**src/verilog/prb_pkg.sv**
```systemverilog
// Shared field layout, limits and states for the request object builder
package prb_pkg;
   localparam int PRB_W = 32;
   localparam int PRB_FW = 10;
   localparam int PRB_PW = 3;
   localparam int PRB_MAXOBJ = 7;
   // Request object field positions
   localparam int PRB_RSV_HI = 31;
   localparam int PRB_POS_HI = 30;
   localparam int PRB_POS_LO = 28;
   localparam int PRB_GB_BIT = 27;
   localparam int PRB_MIS_BIT = 26;
   localparam int PRB_COMM_BIT = 25;
   localparam int PRB_NOSUS_BIT = 24;
   localparam int PRB_RSV_LO_HI = 23;
   localparam int PRB_RSV_LO_LO = 20;
   localparam int PRB_OP_HI = 19;
   localparam int PRB_OP_LO = 10;
   localparam int PRB_LIM_HI = 9;
   localparam int PRB_LIM_LO = 0;
   // Offered object type field and battery code
   localparam int PRB_TYP_HI = 31;
   localparam int PRB_TYP_LO = 30;
   localparam logic [1:0] PRB_TYP_BATT = 2'h1;
   localparam logic [PRB_PW-1:0] PRB_POS_FIRST = 3'h1;
   localparam logic [PRB_PW-1:0] PRB_POS_NONE = 3'h0;
   localparam logic [PRB_W-1:0] PRB_RDO_RST = 32'h0000_0000;
   localparam logic [PRB_FW-1:0] PRB_F_ZERO = 10'h000;

   typedef enum logic [1:0] {PRB_IDLE, PRB_BUILD, PRB_SEND} prb_state_t;

   // Error bits of a received request object, zero when valid
   function automatic logic [4:0] prb_rdo_bad(
      input logic [PRB_W-1:0] rdo,
      input logic [PRB_PW-1:0] count,
      input logic [PRB_FW-1:0] offer);
      logic [PRB_PW-1:0] pos;
      logic [PRB_FW-1:0] op;
      logic [PRB_FW-1:0] lim;
      logic gb;
      logic mis;
      pos = rdo[PRB_POS_HI:PRB_POS_LO];
      op = rdo[PRB_OP_HI:PRB_OP_LO];
      lim = rdo[PRB_LIM_HI:PRB_LIM_LO];
      gb = rdo[PRB_GB_BIT];
      mis = rdo[PRB_MIS_BIT];
      prb_rdo_bad[0] = rdo[PRB_RSV_HI]
         | (|rdo[PRB_RSV_LO_HI:PRB_RSV_LO_LO]);
      prb_rdo_bad[1] = (pos == PRB_POS_NONE) || (pos > count);
      prb_rdo_bad[2] = op > offer;
      prb_rdo_bad[3] = !gb && ((!mis && lim > offer) || op > lim);
      prb_rdo_bad[4] = gb && (lim > op);
   endfunction
endpackage

```
**src/verilog/prb_if.sv**
```systemverilog
// Link between the sink end and the source end of a power negotiation
`timescale 1ns/1ns
interface prb_if;
   import prb_pkg::*;
   logic pdo_valid;
   logic [PRB_W-1:0] pdo_data;
   logic pdo_last;
   logic rdo_valid;
   logic [PRB_W-1:0] rdo_data;
   logic rdo_ready;
   logic goto_min;
   modport sink_mp (
      input pdo_valid, pdo_data, pdo_last, rdo_ready, goto_min,
      output rdo_valid, rdo_data);
   modport source_mp (
      output pdo_valid, pdo_data, pdo_last, rdo_ready, goto_min,
      input rdo_valid, rdo_data);
endinterface

```
**src/verilog/prb_sink.sv**
```systemverilog
// Sink end: keeps the offered objects and builds request objects
`timescale 1ns/1ns
module prb_sink
   import prb_pkg::*;
(
   input wire logic mclk,
   input wire logic rst_n,
   input wire logic clk_en,
   prb_if.sink_mp link,
   input wire logic [PRB_PW-1:0] req_pos,
   input wire logic req_giveback,
   input wire logic [PRB_FW-1:0] req_op,
   input wire logic [PRB_FW-1:0] req_lim,
   input wire logic need_unmet,
   input wire logic usb_comm_ok,
   input wire logic no_usb_suspend,
   input wire logic need_changed,
   output logic [PRB_W-1:0] rdo_sent,
   output logic req_battery,
   output logic caps_held,
   output logic busy,
   output logic at_min,
   output logic [PRB_FW-1:0] min_load
);
   prb_state_t state_r;
   logic [PRB_W-1:0] caps_r [PRB_MAXOBJ];
   logic [PRB_PW-1:0] wr_idx_r;
   logic [PRB_PW-1:0] count_r;
   logic caps_ok_r;
   logic pend_r;
   logic [PRB_W-1:0] rdo_r;
   logic batt_r;
   logic gb_live_r;
   logic at_min_r;
   logic [PRB_FW-1:0] min_r;
   logic caps_end;
   logic pos_ok;
   logic [PRB_PW-1:0] pos;
   logic [PRB_PW-1:0] idx;
   logic [PRB_FW-1:0] offer;
   logic [PRB_FW-1:0] op;
   logic [PRB_FW-1:0] lim;
   logic mis;
   logic [PRB_W-1:0] rdo_nxt;

   assign caps_end = link.pdo_valid && link.pdo_last;

   // Store each offered object; extras past the table are dropped
   always_ff @(posedge mclk or negedge rst_n) begin
      if (!rst_n) begin
         for (int i = 0; i < PRB_MAXOBJ; i++) begin
            caps_r[i] <= PRB_RDO_RST;
         end
         wr_idx_r <= PRB_POS_NONE;
      end else if (clk_en && link.pdo_valid) begin
         if (wr_idx_r < PRB_PW'(PRB_MAXOBJ)) begin
            caps_r[wr_idx_r] <= link.pdo_data;
         end
         if (link.pdo_last) begin
            wr_idx_r <= PRB_POS_NONE;
         end else if (wr_idx_r < PRB_PW'(PRB_MAXOBJ)) begin
            wr_idx_r <= wr_idx_r + PRB_POS_FIRST;
         end
      end
   end

   // Object count of the most recent complete offer
   always_ff @(posedge mclk or negedge rst_n) begin
      if (!rst_n) begin
         count_r <= PRB_POS_NONE;
         caps_ok_r <= 1'b0;
      end else if (clk_en && caps_end) begin
         count_r <= (wr_idx_r < PRB_PW'(PRB_MAXOBJ))
            ? wr_idx_r + PRB_POS_FIRST : wr_idx_r;
         caps_ok_r <= 1'b1;
      end
   end

   // A new offer or a changed need calls for a fresh request;
   // the set wins over the clear taken when the build starts
   always_ff @(posedge mclk or negedge rst_n) begin
      if (!rst_n) begin
         pend_r <= 1'b0;
      end else if (clk_en) begin
         if (caps_end || need_changed) begin
            pend_r <= 1'b1;
         end else if (state_r == PRB_BUILD) begin
            pend_r <= 1'b0;
         end
      end
   end

   // Pick the offer; an absent one falls back to the first (5V)
   always_comb begin
      pos_ok = (req_pos != PRB_POS_NONE) && (req_pos <= count_r);
      pos = pos_ok ? req_pos : PRB_POS_FIRST;
      idx = pos - PRB_POS_FIRST;
      offer = caps_r[idx][PRB_LIM_HI:PRB_LIM_LO];
   end

   // Clamp fields so the object stays valid even when needs go unmet
   always_comb begin
      op = (req_op > offer) ? offer : req_op;
      if (req_giveback) begin
         lim = (req_lim > op) ? op : req_lim;
      end else begin
         lim = (req_lim < op) ? op : req_lim;
      end
      // Maximum above the offer is kept but must carry the mismatch
      mis = need_unmet || !pos_ok || (req_op > offer)
         || (!req_giveback && lim > offer);
      rdo_nxt = PRB_RDO_RST;
      rdo_nxt[PRB_POS_HI:PRB_POS_LO] = pos;
      rdo_nxt[PRB_GB_BIT] = req_giveback;
      rdo_nxt[PRB_MIS_BIT] = mis;
      rdo_nxt[PRB_COMM_BIT] = usb_comm_ok;
      rdo_nxt[PRB_NOSUS_BIT] = no_usb_suspend;
      // Same bits carry 10mA or 250mW units by offer type
      rdo_nxt[PRB_OP_HI:PRB_OP_LO] = op;
      rdo_nxt[PRB_LIM_HI:PRB_LIM_LO] = lim;
   end

   // Request sequencing; a new offer mid-send restarts the request
   always_ff @(posedge mclk or negedge rst_n) begin
      if (!rst_n) begin
         state_r <= PRB_IDLE;
      end else if (clk_en) begin
         case (state_r)
            PRB_IDLE: begin
               if (caps_ok_r && pend_r && !link.pdo_valid) begin
                  state_r <= PRB_BUILD;
               end
            end
            PRB_BUILD: begin
               state_r <= PRB_SEND;
            end
            PRB_SEND: begin
               if (link.pdo_valid) begin
                  state_r <= PRB_IDLE;
               end else if (link.rdo_ready) begin
                  state_r <= PRB_IDLE;
               end
            end
            default: begin
               state_r <= PRB_IDLE;
            end
         endcase
      end
   end

   // Latch the built object and its form
   always_ff @(posedge mclk or negedge rst_n) begin
      if (!rst_n) begin
         rdo_r <= PRB_RDO_RST;
         batt_r <= 1'b0;
      end else if (clk_en && state_r == PRB_BUILD) begin
         rdo_r <= rdo_nxt;
         batt_r <= caps_r[idx][PRB_TYP_HI:PRB_TYP_LO] == PRB_TYP_BATT;
      end
   end

   // GotoMin only binds once a GiveBack request was accepted
   always_ff @(posedge mclk or negedge rst_n) begin
      if (!rst_n) begin
         gb_live_r <= 1'b0;
         at_min_r <= 1'b0;
         min_r <= PRB_F_ZERO;
      end else if (clk_en) begin
         if (state_r == PRB_SEND && link.rdo_ready && !link.pdo_valid)
         begin
            gb_live_r <= rdo_r[PRB_GB_BIT];
            min_r <= rdo_r[PRB_LIM_HI:PRB_LIM_LO];
            // A GotoMin in the same cycle still wins over the clear
            at_min_r <= link.goto_min && gb_live_r;
         end else if (link.goto_min && gb_live_r) begin
            at_min_r <= 1'b1;
         end
      end
   end

   assign link.rdo_valid = (state_r == PRB_SEND);
   assign link.rdo_data = rdo_r;
   assign rdo_sent = rdo_r;
   assign req_battery = batt_r;
   assign caps_held = caps_ok_r;
   assign busy = (state_r != PRB_IDLE);
   assign at_min = at_min_r;
   assign min_load = min_r;
endmodule

```
**src/flat_wrapper.sv**
```systemverilog
// flat-port wrapper written by rule: the top's interface ports become plain ports
module prb_sink_flat import prb_pkg::*;
  (mclk, rst_n, clk_en, req_pos, req_giveback, req_op, req_lim, need_unmet, usb_comm_ok, no_usb_suspend, need_changed, rdo_sent, req_battery, caps_held, busy, at_min, min_load, link_pdo_valid, link_pdo_data, link_pdo_last, link_rdo_ready, link_goto_min, link_rdo_valid, link_rdo_data);
  prb_if link_i ();
  input wire logic mclk;
  input wire logic rst_n;
  input wire logic clk_en;
  input wire logic [PRB_PW-1:0] req_pos;
  input wire logic req_giveback;
  input wire logic [PRB_FW-1:0] req_op;
  input wire logic [PRB_FW-1:0] req_lim;
  input wire logic need_unmet;
  input wire logic usb_comm_ok;
  input wire logic no_usb_suspend;
  input wire logic need_changed;
  output logic [PRB_W-1:0] rdo_sent;
  output logic req_battery;
  output logic caps_held;
  output logic busy;
  output logic at_min;
  output logic [PRB_FW-1:0] min_load;
  input wire logic [$bits(link_i.pdo_valid)-1:0] link_pdo_valid;
  input wire logic [$bits(link_i.pdo_data)-1:0] link_pdo_data;
  input wire logic [$bits(link_i.pdo_last)-1:0] link_pdo_last;
  input wire logic [$bits(link_i.rdo_ready)-1:0] link_rdo_ready;
  input wire logic [$bits(link_i.goto_min)-1:0] link_goto_min;
  output wire logic [$bits(link_i.rdo_valid)-1:0] link_rdo_valid;
  output wire logic [$bits(link_i.rdo_data)-1:0] link_rdo_data;
  assign link_i.pdo_valid = link_pdo_valid;
  assign link_i.pdo_data = link_pdo_data;
  assign link_i.pdo_last = link_pdo_last;
  assign link_i.rdo_ready = link_rdo_ready;
  assign link_i.goto_min = link_goto_min;
  assign link_rdo_valid = link_i.rdo_valid;
  assign link_rdo_data = link_i.rdo_data;
  prb_sink u_core (.mclk(mclk), .rst_n(rst_n), .clk_en(clk_en), .link(link_i), .req_pos(req_pos), .req_giveback(req_giveback), .req_op(req_op), .req_lim(req_lim), .need_unmet(need_unmet), .usb_comm_ok(usb_comm_ok), .no_usb_suspend(no_usb_suspend), .need_changed(need_changed), .rdo_sent(rdo_sent), .req_battery(req_battery), .caps_held(caps_held), .busy(busy), .at_min(at_min), .min_load(min_load));
endmodule
```
**config.mk**
```make
export PLATFORM = sky130hd
export DESIGN_NAME = prb_sink_flat
export DESIGN_NICKNAME = d
export VERILOG_FILES = /design/src/verilog/prb_pkg.sv /design/src/verilog/prb_if.sv /design/src/verilog/prb_sink.sv /design/src/flat_wrapper.sv
export SDC_FILE = /design/constraint.sdc
export NUM_CORES = 1
export LEC_CHECK = 0
export ABC_AREA = 1
export BUFFER_PORTS_ARGS = -buffer_cell sky130_fd_sc_hd__buf_2
export CAP_MARGIN = 15
export CORE_AREA = 5 5 117 119
export CTS_BUF_LIST = sky130_fd_sc_hd__clkbuf_16
export DETAILED_ROUTE_END_ITERATION = 6
export DIE_AREA = 0 0 122 124
export PLACE_DENSITY = 0.88
export SYNTH_ARGS = -nofsm -noshare
export SYNTH_HDL_FRONTEND = slang
export SYNTH_SLANG_ARGS = --single-unit
```
**constraint.sdc**
```tcl
create_clock -name mclk -period 13.6 [get_ports mclk]
set_input_delay 0.68 -clock mclk [delete_from_list [all_inputs] [get_ports mclk]]
set_output_delay 0.68 -clock mclk [all_outputs]
set_load 0.01 [all_outputs]
```
# Word level (Yosys, flattened, before mapping)
# Cells that the tools add are included.
classes:
  bitwise_logic: 2
  eq_ne: 5
  n_mux: 21
  magnitude_cmp: 9
  n_reduce_logical: 29
  n_addsub: 2
op_table:
  columns: ["op", "n"]
  rows:
  - ["224-bit bitwise mux", 1]
  - ["32-bit binary-select mux with 3-bit select", 1]
  - ["32-bit demux with 3-bit select", 1]
  - ["32-bit two-way mux", 3]
  - ["10-bit two-way mux", 4]
  - ["10-bit > comparator", 3]
  - ["1-bit logical AND", 12]
  - ["10-bit < comparator", 1]
  - ["3-bit two-way mux", 3]
  - ["4-bit greater-or-equal comparator, second input constant", 2]
  - ["3-bit NOT with 4-bit output", 2]
  - ["2-bit AND reduction", 4]
  - ["2-bit two-way mux", 3]
  - ["2-bit one-hot mux with 3 select lines", 1]
  - ["2-bit nonzero test", 3]
  - ["2-bit by 1-bit equality test with 1-bit output, second input constant", 2]
  - ["1-bit logical OR", 4]
  - ["4-bit by 1-bit < comparator with 1-bit output, second input constant", 1]
  - ["1-bit two-way mux", 4]
  - ["3-bit by 1-bit adder with 3-bit output, second input constant", 1]
  - ["3-bit less-or-equal comparator", 1]
  - ["1-bit zero test", 3]
  - ["3-bit < comparator, second input constant", 1]
  - ["3-bit inequality test, second input constant", 1]
  - ["other kinds (6)", 6]
totals:
  wordCells: 85
  input_bits: 67
  reg_bits: 274

# Logic depth before layout (Yosys ltp)
# Gate-level depths: netlist of run 1.
depth:
  depth_word: 16
  depth_mapped: 49

# Worst setup path after synthesis of run 1
# No wires, ideal clock.
synth_path:
  path_type: "input port to flip-flop"
  startpoint: "input port req_pos[2]"
  endpoint: "register u_core.rdo_r[26], in the netlist u_core.link.rdo_data[26]"
  arrival_ns: 5.888
  cell_stages: 42
  path_buffers: 3
  slack_ns: 7.649
  cell_sequence: "ha_1 -> a21oi_1 -> nand2_1 -> nand2_4 -> nand3_2 -> nor2_2 -> buf_2 -> a22oi_1 -> nand4_1 -> o21ai_0 -> ha_1 -> nand2_1 -> nor2_1 -> nand3_1 -> o2111ai_1 -> nand2_1 -> clkinv_1 -> buf_1 -> [... 6 more ...] -> nand3_2 -> buf_6 -> nand2_1 -> nand3_1 -> and2_1 -> ha_1 -> inv_1 -> nor2_1 -> nor2_1 -> o21ai_0 -> nand3_1 -> a21oi_1 -> a211oi_1 -> o21ai_0 -> o41ai_1 -> o21ai_0 -> o21ai_0 -> inv_1"
synth_between:
  elab_chain_len: 16
synth_lines:
  columns: ["element", "line", "text"]
  rows:
  - ["from (decl)", "flat_wrapper.sv:8", "input wire logic [PRB_PW-1:0] req_pos;"]
  - ["3-bit less-or-equal comparator or 3-bit nonzero test (tied branches)", "prb_sink.sv:95", "pos_ok = (req_pos != PRB_POS_NONE) && (req_pos <= count_r);"]
  - ["1-bit logical AND", "prb_sink.sv:95", null]
  - ["3-bit two-way mux (*)", "prb_sink.sv:96", "pos = pos_ok ? req_pos : PRB_POS_FIRST;"]
  - ["3-bit by 1-bit subtractor with 3-bit output (*)", "prb_sink.sv:97", "idx = pos - PRB_POS_FIRST;"]
  - ["3-bit NOT with 4-bit output (not written as such) (*)", "prb_sink.sv:98", "offer = caps_r[idx][PRB_LIM_HI:PRB_LIM_LO];"]
  - ["32-bit binary-select mux with 3-bit select (*)", "prb_sink.sv:98", null]
  - ["32-bit two-way mux (not written as such) (*) (2 in series)", "prb_sink.sv:98", null]
  - ["10-bit > comparator", "prb_sink.sv:103", "op = (req_op > offer) ? offer : req_op;"]
  - ["10-bit two-way mux (*)", "prb_sink.sv:103", null]
  - ["10-bit < comparator or 10-bit > comparator (tied branches)", "prb_sink.sv:107, prb_sink.sv:105", null]
  - ["10-bit two-way mux (on tied branches)", "prb_sink.sv:107, prb_sink.sv:105", null]
  - ["10-bit two-way mux (*)", "prb_sink.sv:104", "if (req_giveback) begin"]
  - ["named net u_core.lim[1]", "prb_sink.sv:42", "logic [PRB_FW-1:0] lim;"]
  - ["10-bit > comparator (*)", "prb_sink.sv:111", "|| (!req_giveback && lim > offer);"]
  - ["1-bit logical AND (*)", "prb_sink.sv:111", null]
  - ["1-bit logical OR (*)", "prb_sink.sv:111", null]
  - ["to (signal assigned)", "prb_sink.sv:157", "rdo_r <= rdo_nxt;"]
  - ["to (decl)", "prb_sink.sv:31", "logic [PRB_W-1:0] rdo_r;"]
# The timed path passes the listed nets; every way through them passes the cells marked *. The select of a mux whose other input is x is not followed.
# A chain may end at the register's enable or synchronous reset.

# Worst setup path after layout of run 1
# Ends and elaborated chain as after synthesis.

==> key figures, run 1 <==
Routing
  – Routed WL: 18.0 mm
  – Initial DRC Count: 658
  – Met3 wire length: 1.34 mm
  – Avg Vias per Cell: 5.58
  – Top sig layer: met4
  – Wire per inst: 15.5 um
  – Total vias in the final route: 6,453
  – DRC Markers: 0
  – First-pass iteration count of the detailed router: 5
  – Post-route ant nets: 0
  – Met2 WL: 8.54 mm
  – WL met1: 7.55 mm

Setup path
  – Critical path class: input port to register
  – FF-to-FF path depth: 41
  – Critical Path RT: 13.96 ns
  – Worst Setup SP: req_pos[2]
  – CP most frequent cell: o21ai_0
  – Crit path max fanout: 21
  – Worst setup SP type: input port
  – Largest delay share family, worst path: compound AO/OA/AOI/OAI gates
  – Crit path largest cell delay: 0.65 ns
  – Register-to-register setup slack: 5.58 ns
  – Slowest CP cell: o21ai_0
  – Worst Path Arrival: 8.43 ns
  – RR Startpoint: u_core.count_r[2]
  – Buf+Inv Stages, Crit Path: 7
  – FF-to-FF End: u_core.link.rdo_data[26]
  – Critical path endpoint category: register

Synth
  – Post-Syn Area per Cell: 8.12 sq um
  – Synth Register Bits: 134
  – Seq/Total Area, Yosys: 46.2%
  – Top post-synthesis cells by area: dfrtp_1 46%, nand2_1 14%, o21ai_0 8.1%
  – Synth top area share: 46.2%
  – YS warnings: 0
  – Distinct cells, synth: 42
  – Syn Inst Count: 895
  – Syn Std Cell Area: 7260 sq um
  – Area leader, netlist: dfrtp_1

Global routing
  – Largest net degree at the start of global routing: 86
  – Vias in the first global route: 5,958
  – Initial antenna violation count: 0
  – Total grt overflow: 0
  – First-pass GRT wire length: 29.2 mm
  – GRT Total Usage: 24.7%

STA
  – Endpoints failing hold: 0
  – Max Slew Vio Count: 0
  – Minimum clock period: 8.06 ns
  – Worst-Margin Slew: 0.876 ns
  – Setup tns final: 0 ns
  – Slew headroom: 41.4%
  – Final setup vio count: 0
  – RSZ-0062 raised after global routing: false
  – Fin Clk Skew: 0.00838 ns
  – Final period util: 59.3%
  – Highest clock rate: 124 MHz

Clocking
  – CTS Buf Count: 17
  – PostCTS Resize Cnt: 0
  – Clk_lat worst skew: 0.42 ns
  – CTS sink cnt: 134
  – Root Buffer: clkbuf_16
  – Worst-path clk slew: 0.06 ns
  – CTS tree: yes
  – Post-CTS Setup Inserts: 0
  – Hold-fix buffers, CTS: 0
  – H-tree depth: 4
  – Clk buf depth: 2

Pwr
  – Final total power: 2030 uW
  – Max IR drop VDD: 0.112 mV
  – Lkg Pwr: 0.00433 uW
  – PwrDens: 244 nW/um^2

Floorplanning
  – Row cnt: 41
  – IO Pins: 146
  – Die Span X: 122 um
  – Die H: 124 um
  – Core area: 12,500 sq um
  – Starting Density: 58.3%
  – Die area: 15,100 sq um

Layout
  – Fill count: 1,007
  – Nets: 1,071
  – Area delta synth->final: 14.2%
  – Multi-input logic area: 3230 sq um
  – Share of layout cells above drive strength 1: 17.7%
  – Register area: 3350 sq um

Min path
  – Worst hold path type: input port to async pin

Placed design
  – IO Port Bufs: 115
  – Placer congestion estimate: 0.925
  – Dpl hpwl: 12.3 mm

Run status
  – Status: finished, final reports clean

Flow run
  – Max cap viols: 0
## cell families (layout without fill, tap and decap cells)
logic type,Yosys count,in the layout,share of synthesized area [%]
adders and majority gates,33,33,5.68
AOI/OAI and AO/OA,180,180,13.8
buffers and inverters,143,223,9.78
DFF,134,134,46.2
and+or+nand+nor,404,404,24.5
other,1,11,0.0516
## worst register-to-register path: cells and delay by family (launching register included)
family,cells,cell delay (ns)
simple gates,17,2.44
flops,1,0.36
buf+inv,7,1.33
fa+ha+maj,4,1.25
compound gates,13,2.59
## worst max path at each step
stage,to,slack (ns),depth (start not counted)
CTS,u_core.link.rdo_data[26],5.64,41
finish,u_core.link.rdo_data[26],5.54,41
global placement,u_core.link.rdo_data[26],5.40,41
global route,u_core.link.rdo_data[26],4.85,40
detailed placement,u_core.link.rdo_data[26],5.34,41
floorplan,u_core.link.rdo_data[26],7.65,42
## layer usage
layer	GRT usage (%)	vias up
met3	4.36	40
met2	40.1	285
met1	32.7	3040
met5	0	-
li1	-	3088
met4	10.9	0
## cell type report
cell class,instances,area share [%]
Clock buffer,17,5.13
Timing Repair Buffer,122,7.84
Tap cell,172,2.59
Sequential cell,134,40.4
Clock inverter,15,1.87
Inverter,69,3.12
Antenna cell,1,0.0302
Multi-Input combinational cell,627,39.0
## cells in the mapped netlist, drive strengths merged
cell and n:
nand3 66, o32ai 1, nor4 1, or3b 1
clkbuf 22, a41oi 1, dfrtp 134, or2 1
inv 66, o21ai 119, clkinv 3, o22ai 4
a2bb2oi 1, nand2 277, o211ai 1, o2111ai 1
buf 52, o21bai 2, conb 1, and2 10
nor2 26, a22oi 21, a21oi 23, o41ai 1
nor3 3, o21a 1, a211oi 2, ha 33
o221ai 1, nand4 19, a32o 1
## registers in the layout (all words and copies together), names as in the netlist
signal,count
u_core.caps_r,84
u_core.link.rdo_data,27
u_core.min_load,10
u_core.count_r,3
u_core.wr_idx_r,3
u_core.state_r,2
u_core.at_min,1
u_core.caps_held,1
u_core.gb_live_r,1
u_core.pend_r,1
u_core.req_battery,1
## where the power goes
| group | leakage [uW] | internal, uW | switching, uW |
|---|---|---|---|
| combinational | 0.00234 | 342 | 565 |
| clock | 0.000278 | 270 | 175 |
| sequential | 0.00171 | 569 | 105 |
## layout by cell type (no fill, tap or decap), types with 11 or more instances in the layout
cell type,n
a21oi_1,23
inv_1,65
nor2_1,23
buf_2,114
nand3_1,55
a22oi_1,21
dfrtp_1,134
nand3_2,11
o21ai_0,118
ha_1,33
nand4_1,18
nand2_1,272
clkbuf_16,17
## through the flow
| stage | std cells | worst slack (ns) | hold WS [ns] | instance area [sq um] | utilization, % |
|---|---|---|---|---|---|
| floorplan | 904 | 7.65 | 0.384 | 7300 | - |
| global placement | 1122 | 5.40 | 0.448 | 7680 | 61.6 |
| detailed placement | 1122 | 5.34 | 0.454 | 7680 | 61.6 |
| CTS | 1154 | 5.64 | 0.278 | 8260 | 66.2 |
| global route | 1156 | 4.85 | 0.321 | 8290 | 66.5 |
| finish | 1157 | 5.54 | 0.266 | 8290 | 66.5 |
No activity file was read; power rests on OpenSTA's default activity.
==> run 2: changes to the inputs <==
CORE_AREA = 5 5 120 122   (was 5 5 117 119)
DIE_AREA = 0 0 125 127   (was 0 0 122 124)
PLACE_DENSITY = 0.84   (was 0.88)
clock period = 8.17 ns   (was 13.6 ns; I/O delays follow)
==> key figures, run 2 (synthesis gave the netlist of run 1 again) <==
Routing
  – Avg Vias per Cell: 5.52
  – Initial DRC Count: 605
  – First-pass iteration count of the detailed router: 5
  – Wire per inst: 15.6 um
  – Routed WL: 18.2 mm
  – Post-route ant nets: 0
  – Total vias in the final route: 6,449
  – DRC Markers: 0

STA
  – Minimum clock period: 7.28 ns
  – Worst-Margin Slew: 1.06 ns
  – Final period util: 89.1%
  – Final setup vio count: 0
  – RSZ-0062 raised after global routing: false
  – Highest clock rate: 137 MHz
  – Slew headroom: 29.0%
  – Max Slew Vio Count: 0
  – Fin Clk Skew: 0.00883 ns
  – Setup tns final: 0 ns
  – Min Hold Slack: 0.0303 ns
  – Endpoints failing hold: 0

Clocking
  – Clk_lat worst skew: 0.43 ns
  – Hold-fix buffers, CTS: 0
  – PostCTS Resize Cnt: 0
  – Post-CTS Setup Inserts: 0
  – H-tree depth: 4
  – CTS tree: yes
  – Worst-path clk slew: 0.06 ns
  – CTS sink cnt: 134
  – Clk buf depth: 2
  – CTS Buf Count: 17
  – Root Buffer: clkbuf_16

Layout
  – Ant. Diodes: 0
  – Max FFs per register: 84
  – Most frequent cells in the layout: 272 x nand2_1, 134 x dfrtp_1, 118 x o21ai_0, 115 x buf_2, 65 x inv_1
  – Area delta synth->final: 14.7%
  – Nets: 1,079
  – Core Util, Final: 63.7%
  – Top reg by flops: u_core.caps_r
  – Most common library cell in the layout ignoring fill and taps: nand2_1
  – Fill count: 1,081
  – Share of layout cells above drive strength 1: 18.4%

Pwr
  – Lkg Pwr: 0.00436 uW
  – PwrDens: 408 nW/um^2
  – Max IR drop VDD: 0.195 mV

Floorplanning
  – Die Span X: 125 um
  – IO Pins: 146
  – Die H: 127 um
  – Die area: 15,900 sq um
  – Row cnt: 42
  – Core area: 13,100 sq um
  – Starting Density: 55.5%

Run status
  – Status: finished, final reports clean

Placed design
  – Dpl hpwl: 12.5 mm
  – Placer congestion estimate: 0.911
  – IO Port Bufs: 115

Global routing
  – First-pass GRT wire length: 30.1 mm
  – Total grt overflow: 0
  – Vias in the first global route: 6,153
  – GRT Total Usage: 23.4%
  – Initial antenna violation count: 0
  – Largest net degree at the start of global routing: 79

Setup path
  – Crit path largest cell delay: 0.69 ns
  – CP most frequent cell: o21ai_0
  – Slowest CP cell: o21ai_0
  – Worst Path Arrival: 7.65 ns
  – Critical path class: register to register
  – Critical Path RT: 8.54 ns
  – Critical path endpoint category: register
  – Crit path max fanout: 18
  – Worst setup SP type: register

Flow run
  – Max cap viols: 0

Min path
  – Worst hold path type: input port to async pin
==> run 2: critical path, delay by kind of cell, from the launching register on <==
| kind | cells | cell delay, ns |
|---|---|---|
| adders and majority gates | 4 | 1.26 |
| and+or+nand+nor | 17 | 1.90 |
| DFF | 1 | 0.33 |
| buffers and inverters | 7 | 1.11 |
| AOI/OAI and AO/OA | 13 | 2.61 |
==> run 2: layer usage <==
metal	GRT usage (%)	share of wire (%)
met5	0	0
met4	9.69	2.2
met3	5.34	7.9
met2	38.1	47
met1	30.4	43
==> run 2: path summary, 6_finish.rpt <==
check,slack [ns],endpoint,cells past startpoint,start
max,0.89,u_core.link.rdo_data[26],41,u_core.count_r[2]
min,0.03,u_core.state_r[0],1,rst_n
max reg2reg,0.89,u_core.link.rdo_data[26],41,u_core.count_r[2]
min reg2reg,0.46,u_core.min_load[2],2,u_core.min_load[2]
max in group asynchronous,6.69,u_core.caps_r[70],2,rst_n
min in group mclk,0.18,u_core.link.rdo_data[24],3,no_usb_suspend
==> run 2: power by group <==
part | internal [uW] | switching, uW | total (uW) | leakage (uW)
logic | 596 | 938 | 1530 | 0.00237
clock network | 449 | 297 | 746 | 0.000276
registers | 946 | 175 | 1120 | 0.00171
==> run 2: cell type report <==
cell class,count,area (sq um),area share [%]
clock buffer,17,425,5.11
timing repair buffer,130,688,8.26
inverter,69,259,3.11
tap,176,220,2.64
multi-input combinational,627,3230,38.8
clock inverter,15,153,1.83
sequential,134,3350,40.2
==> run 2: through the flow <==
stage,setup WS (ns),area [sq um],cells,power (uW)
CTS,0.943,8330,1167,3400
floorplan,2.49,7300,904,2240
global route,0.132,8330,1168,3690
finish,0.890,8330,1168,3400
detailed placement,0.788,7750,1135,2640
global placement,0.878,7750,1135,2580
==> run 3: changes to the inputs <==
==> constraint.sdc (replaced) <==
create_clock -name mclk -period 8.17 [get_ports mclk]
set_input_delay 1.634 -clock mclk [delete_from_list [all_inputs] [get_ports mclk]]
set_output_delay 1.634 -clock mclk [all_outputs]
set_load 0.01 [all_outputs]
==> key figures, run 3 (synthesis gave the netlist of run 1 again) <==
STA
  – Fin Clk Skew: 0.00664 ns
  – Final period util: 93.3%
  – Slew headroom: 38.8%
  – Endpoints failing hold: 0
  – Setup tns final: 0 ns
  – RSZ-0062 raised after global routing: false
  – Worst-Margin Slew: 0.918 ns
  – Highest clock rate: 131 MHz
  – Max Slew Vio Count: 0
  – Final setup vio count: 0
  – Min Hold Slack: 0.466 ns
  – Minimum clock period: 7.62 ns

Setup path
  – FF-to-FF End: u_core.link.rdo_data[26]
  – FF-to-FF path depth: 39
  – CP most frequent cell: nand2_1
  – Critical path endpoint category: register
  – Crit path max fanout: 11
  – Register-to-register setup slack: 1.55 ns
  – Critical path class: input port to register
  – Slowest CP cell: o32ai_1
  – Worst Path Arrival: 7.98 ns
  – RR Startpoint: u_core.count_r[2]
  – Crit path largest cell delay: 0.56 ns
  – Worst setup SP type: input port
  – Critical Path RT: 8.53 ns

Clocking
  – CTS tree: yes
  – Hold-fix buffers, CTS: 0
  – CTS sink cnt: 134
  – Root Buffer: clkbuf_16
  – Clk buf depth: 2
  – CTS Buf Count: 17
  – Worst-path clk slew: 0.06 ns
  – Clk_lat worst skew: 0.42 ns
  – H-tree depth: 4

Layout
  – Top reg by flops: u_core.caps_r
  – Max FFs per register: 84
  – Most common library cell in the layout ignoring fill and taps: nand2_1
  – Share of layout cells above drive strength 1: 20.0%
  – Post-Layout Cell Count: 1,182
  – Area delta synth->final: 17.4%
  – Most frequent cells in the layout: 272 x nand2_1, 134 x dfrtp_1, 116 x o21ai_0, 115 x buf_2, 66 x inv_1
  – Nets: 1,094
  – Ant. Diodes: 0

Floorplanning
  – Die Span X: 125 um
  – Starting Density: 55.5%
  – Die H: 127 um
  – IO Pins: 146
  – Die area: 15,900 sq um
  – Core area: 13,100 sq um
  – Row cnt: 42

Placed design
  – Post-placement cell count: 1,143
  – Placer congestion estimate: 0.912
  – IO Port Bufs: 115
  – Dpl hpwl: 12.8 mm

Min path
  – HP Start: u_core.min_load[9]
  – Worst hold path type: register to register
  – Worst Hold Depth: 2
  – WHS Endpoint: u_core.min_load[9]

Pwr
  – Lkg Pwr: 0.00445 uW
  – Max IR drop VDD: 0.160 mV
  – PwrDens: 414 nW/um^2
  – Final total power: 3530 uW

Routing
  – Post-route ant nets: 0
  – DRC Markers: 2
  – First-pass iteration count of the detailed router: 7
  – Wire per inst: 16.0 um
  – Initial DRC Count: 697
  – Avg Vias per Cell: 5.53
  – Total vias in the final route: 6,538
  – Routed WL: 18.9 mm

Run status
  – Failing checks: DRC
  – Status: finished, violations left

Global routing
  – Largest net degree at the start of global routing: 74
  – First-pass GRT wire length: 31.1 mm
  – Total grt overflow: 0
  – GRT Total Usage: 24.2%
  – Initial antenna violation count: 0
  – Vias in the first global route: 6,372

Flow run
  – Max cap viols: 0
## run 3: routing by layer
layer  GRT usage (%)  vias to the layer above  part of all wire (%)
li1                -                     3134                     -
met1            30.6                     3051                    42
met2            39.9                      305                    47
met3            6.18                       48                   8.3
met4            9.95                        0                   2.8
met5               0                        -                     0
## run 3: power by group
group	internal (uW)	leakage [uW]	total, uW	switching, uW
registers	947	0.00171	1120	172
logic	661	0.00245	1650	990
clock network	475	0.000289	758	284
## run 3: layout make-up
type	instances	area, sq um
Multi-Input combinational cell	627	3260
Fill cell	1073	4560
Inverter	69	267
Tap cell	176	220
Timing Repair Buffer	145	838
Clock inverter	14	161
Sequential cell	134	3350
Clock buffer	17	425
## run 3: what timing repair did
item                       in CTS  in global routing
resized for setup               0                  9
buffers inserted                0                  7
setup endpoints to repair       0                  1
## run 3: metrics by stage
step	util (%)	area, sq um	setup WS [ns]
after global routing	65.2	8530	0.0233
after floorplan	-	7300	1.27
after detailed placement	60.0	7850	0.0621
final	65.2	8530	0.548
after global placement	60.0	7850	0.271
after CTS	64.4	8430	0.345
## run 3: how the worst max path moves through the flow
stage                     startpoint                  endpoint  slack (ns)
after floorplan           req_pos[2]  u_core.link.rdo_data[26]        1.27
after global placement    req_pos[2]  u_core.link.rdo_data[26]        0.27
after detailed placement  req_pos[2]  u_core.link.rdo_data[26]        0.06
after CTS                 req_pos[2]  u_core.link.rdo_data[26]        0.35
after global routing      req_pos[2]  u_core.link.rdo_data[26]        0.02
final                     req_pos[2]  u_core.link.rdo_data[26]        0.55
## run 3: worst max-delay path: cells and delay by family
kind | cells | cell delay, ns
adders and majority gates | 4 | 1.16
AOI/OAI and AO/OA | 13 | 2.38
and+or+nand+nor | 14 | 1.56
buffers and inverters | 8 | 1.22
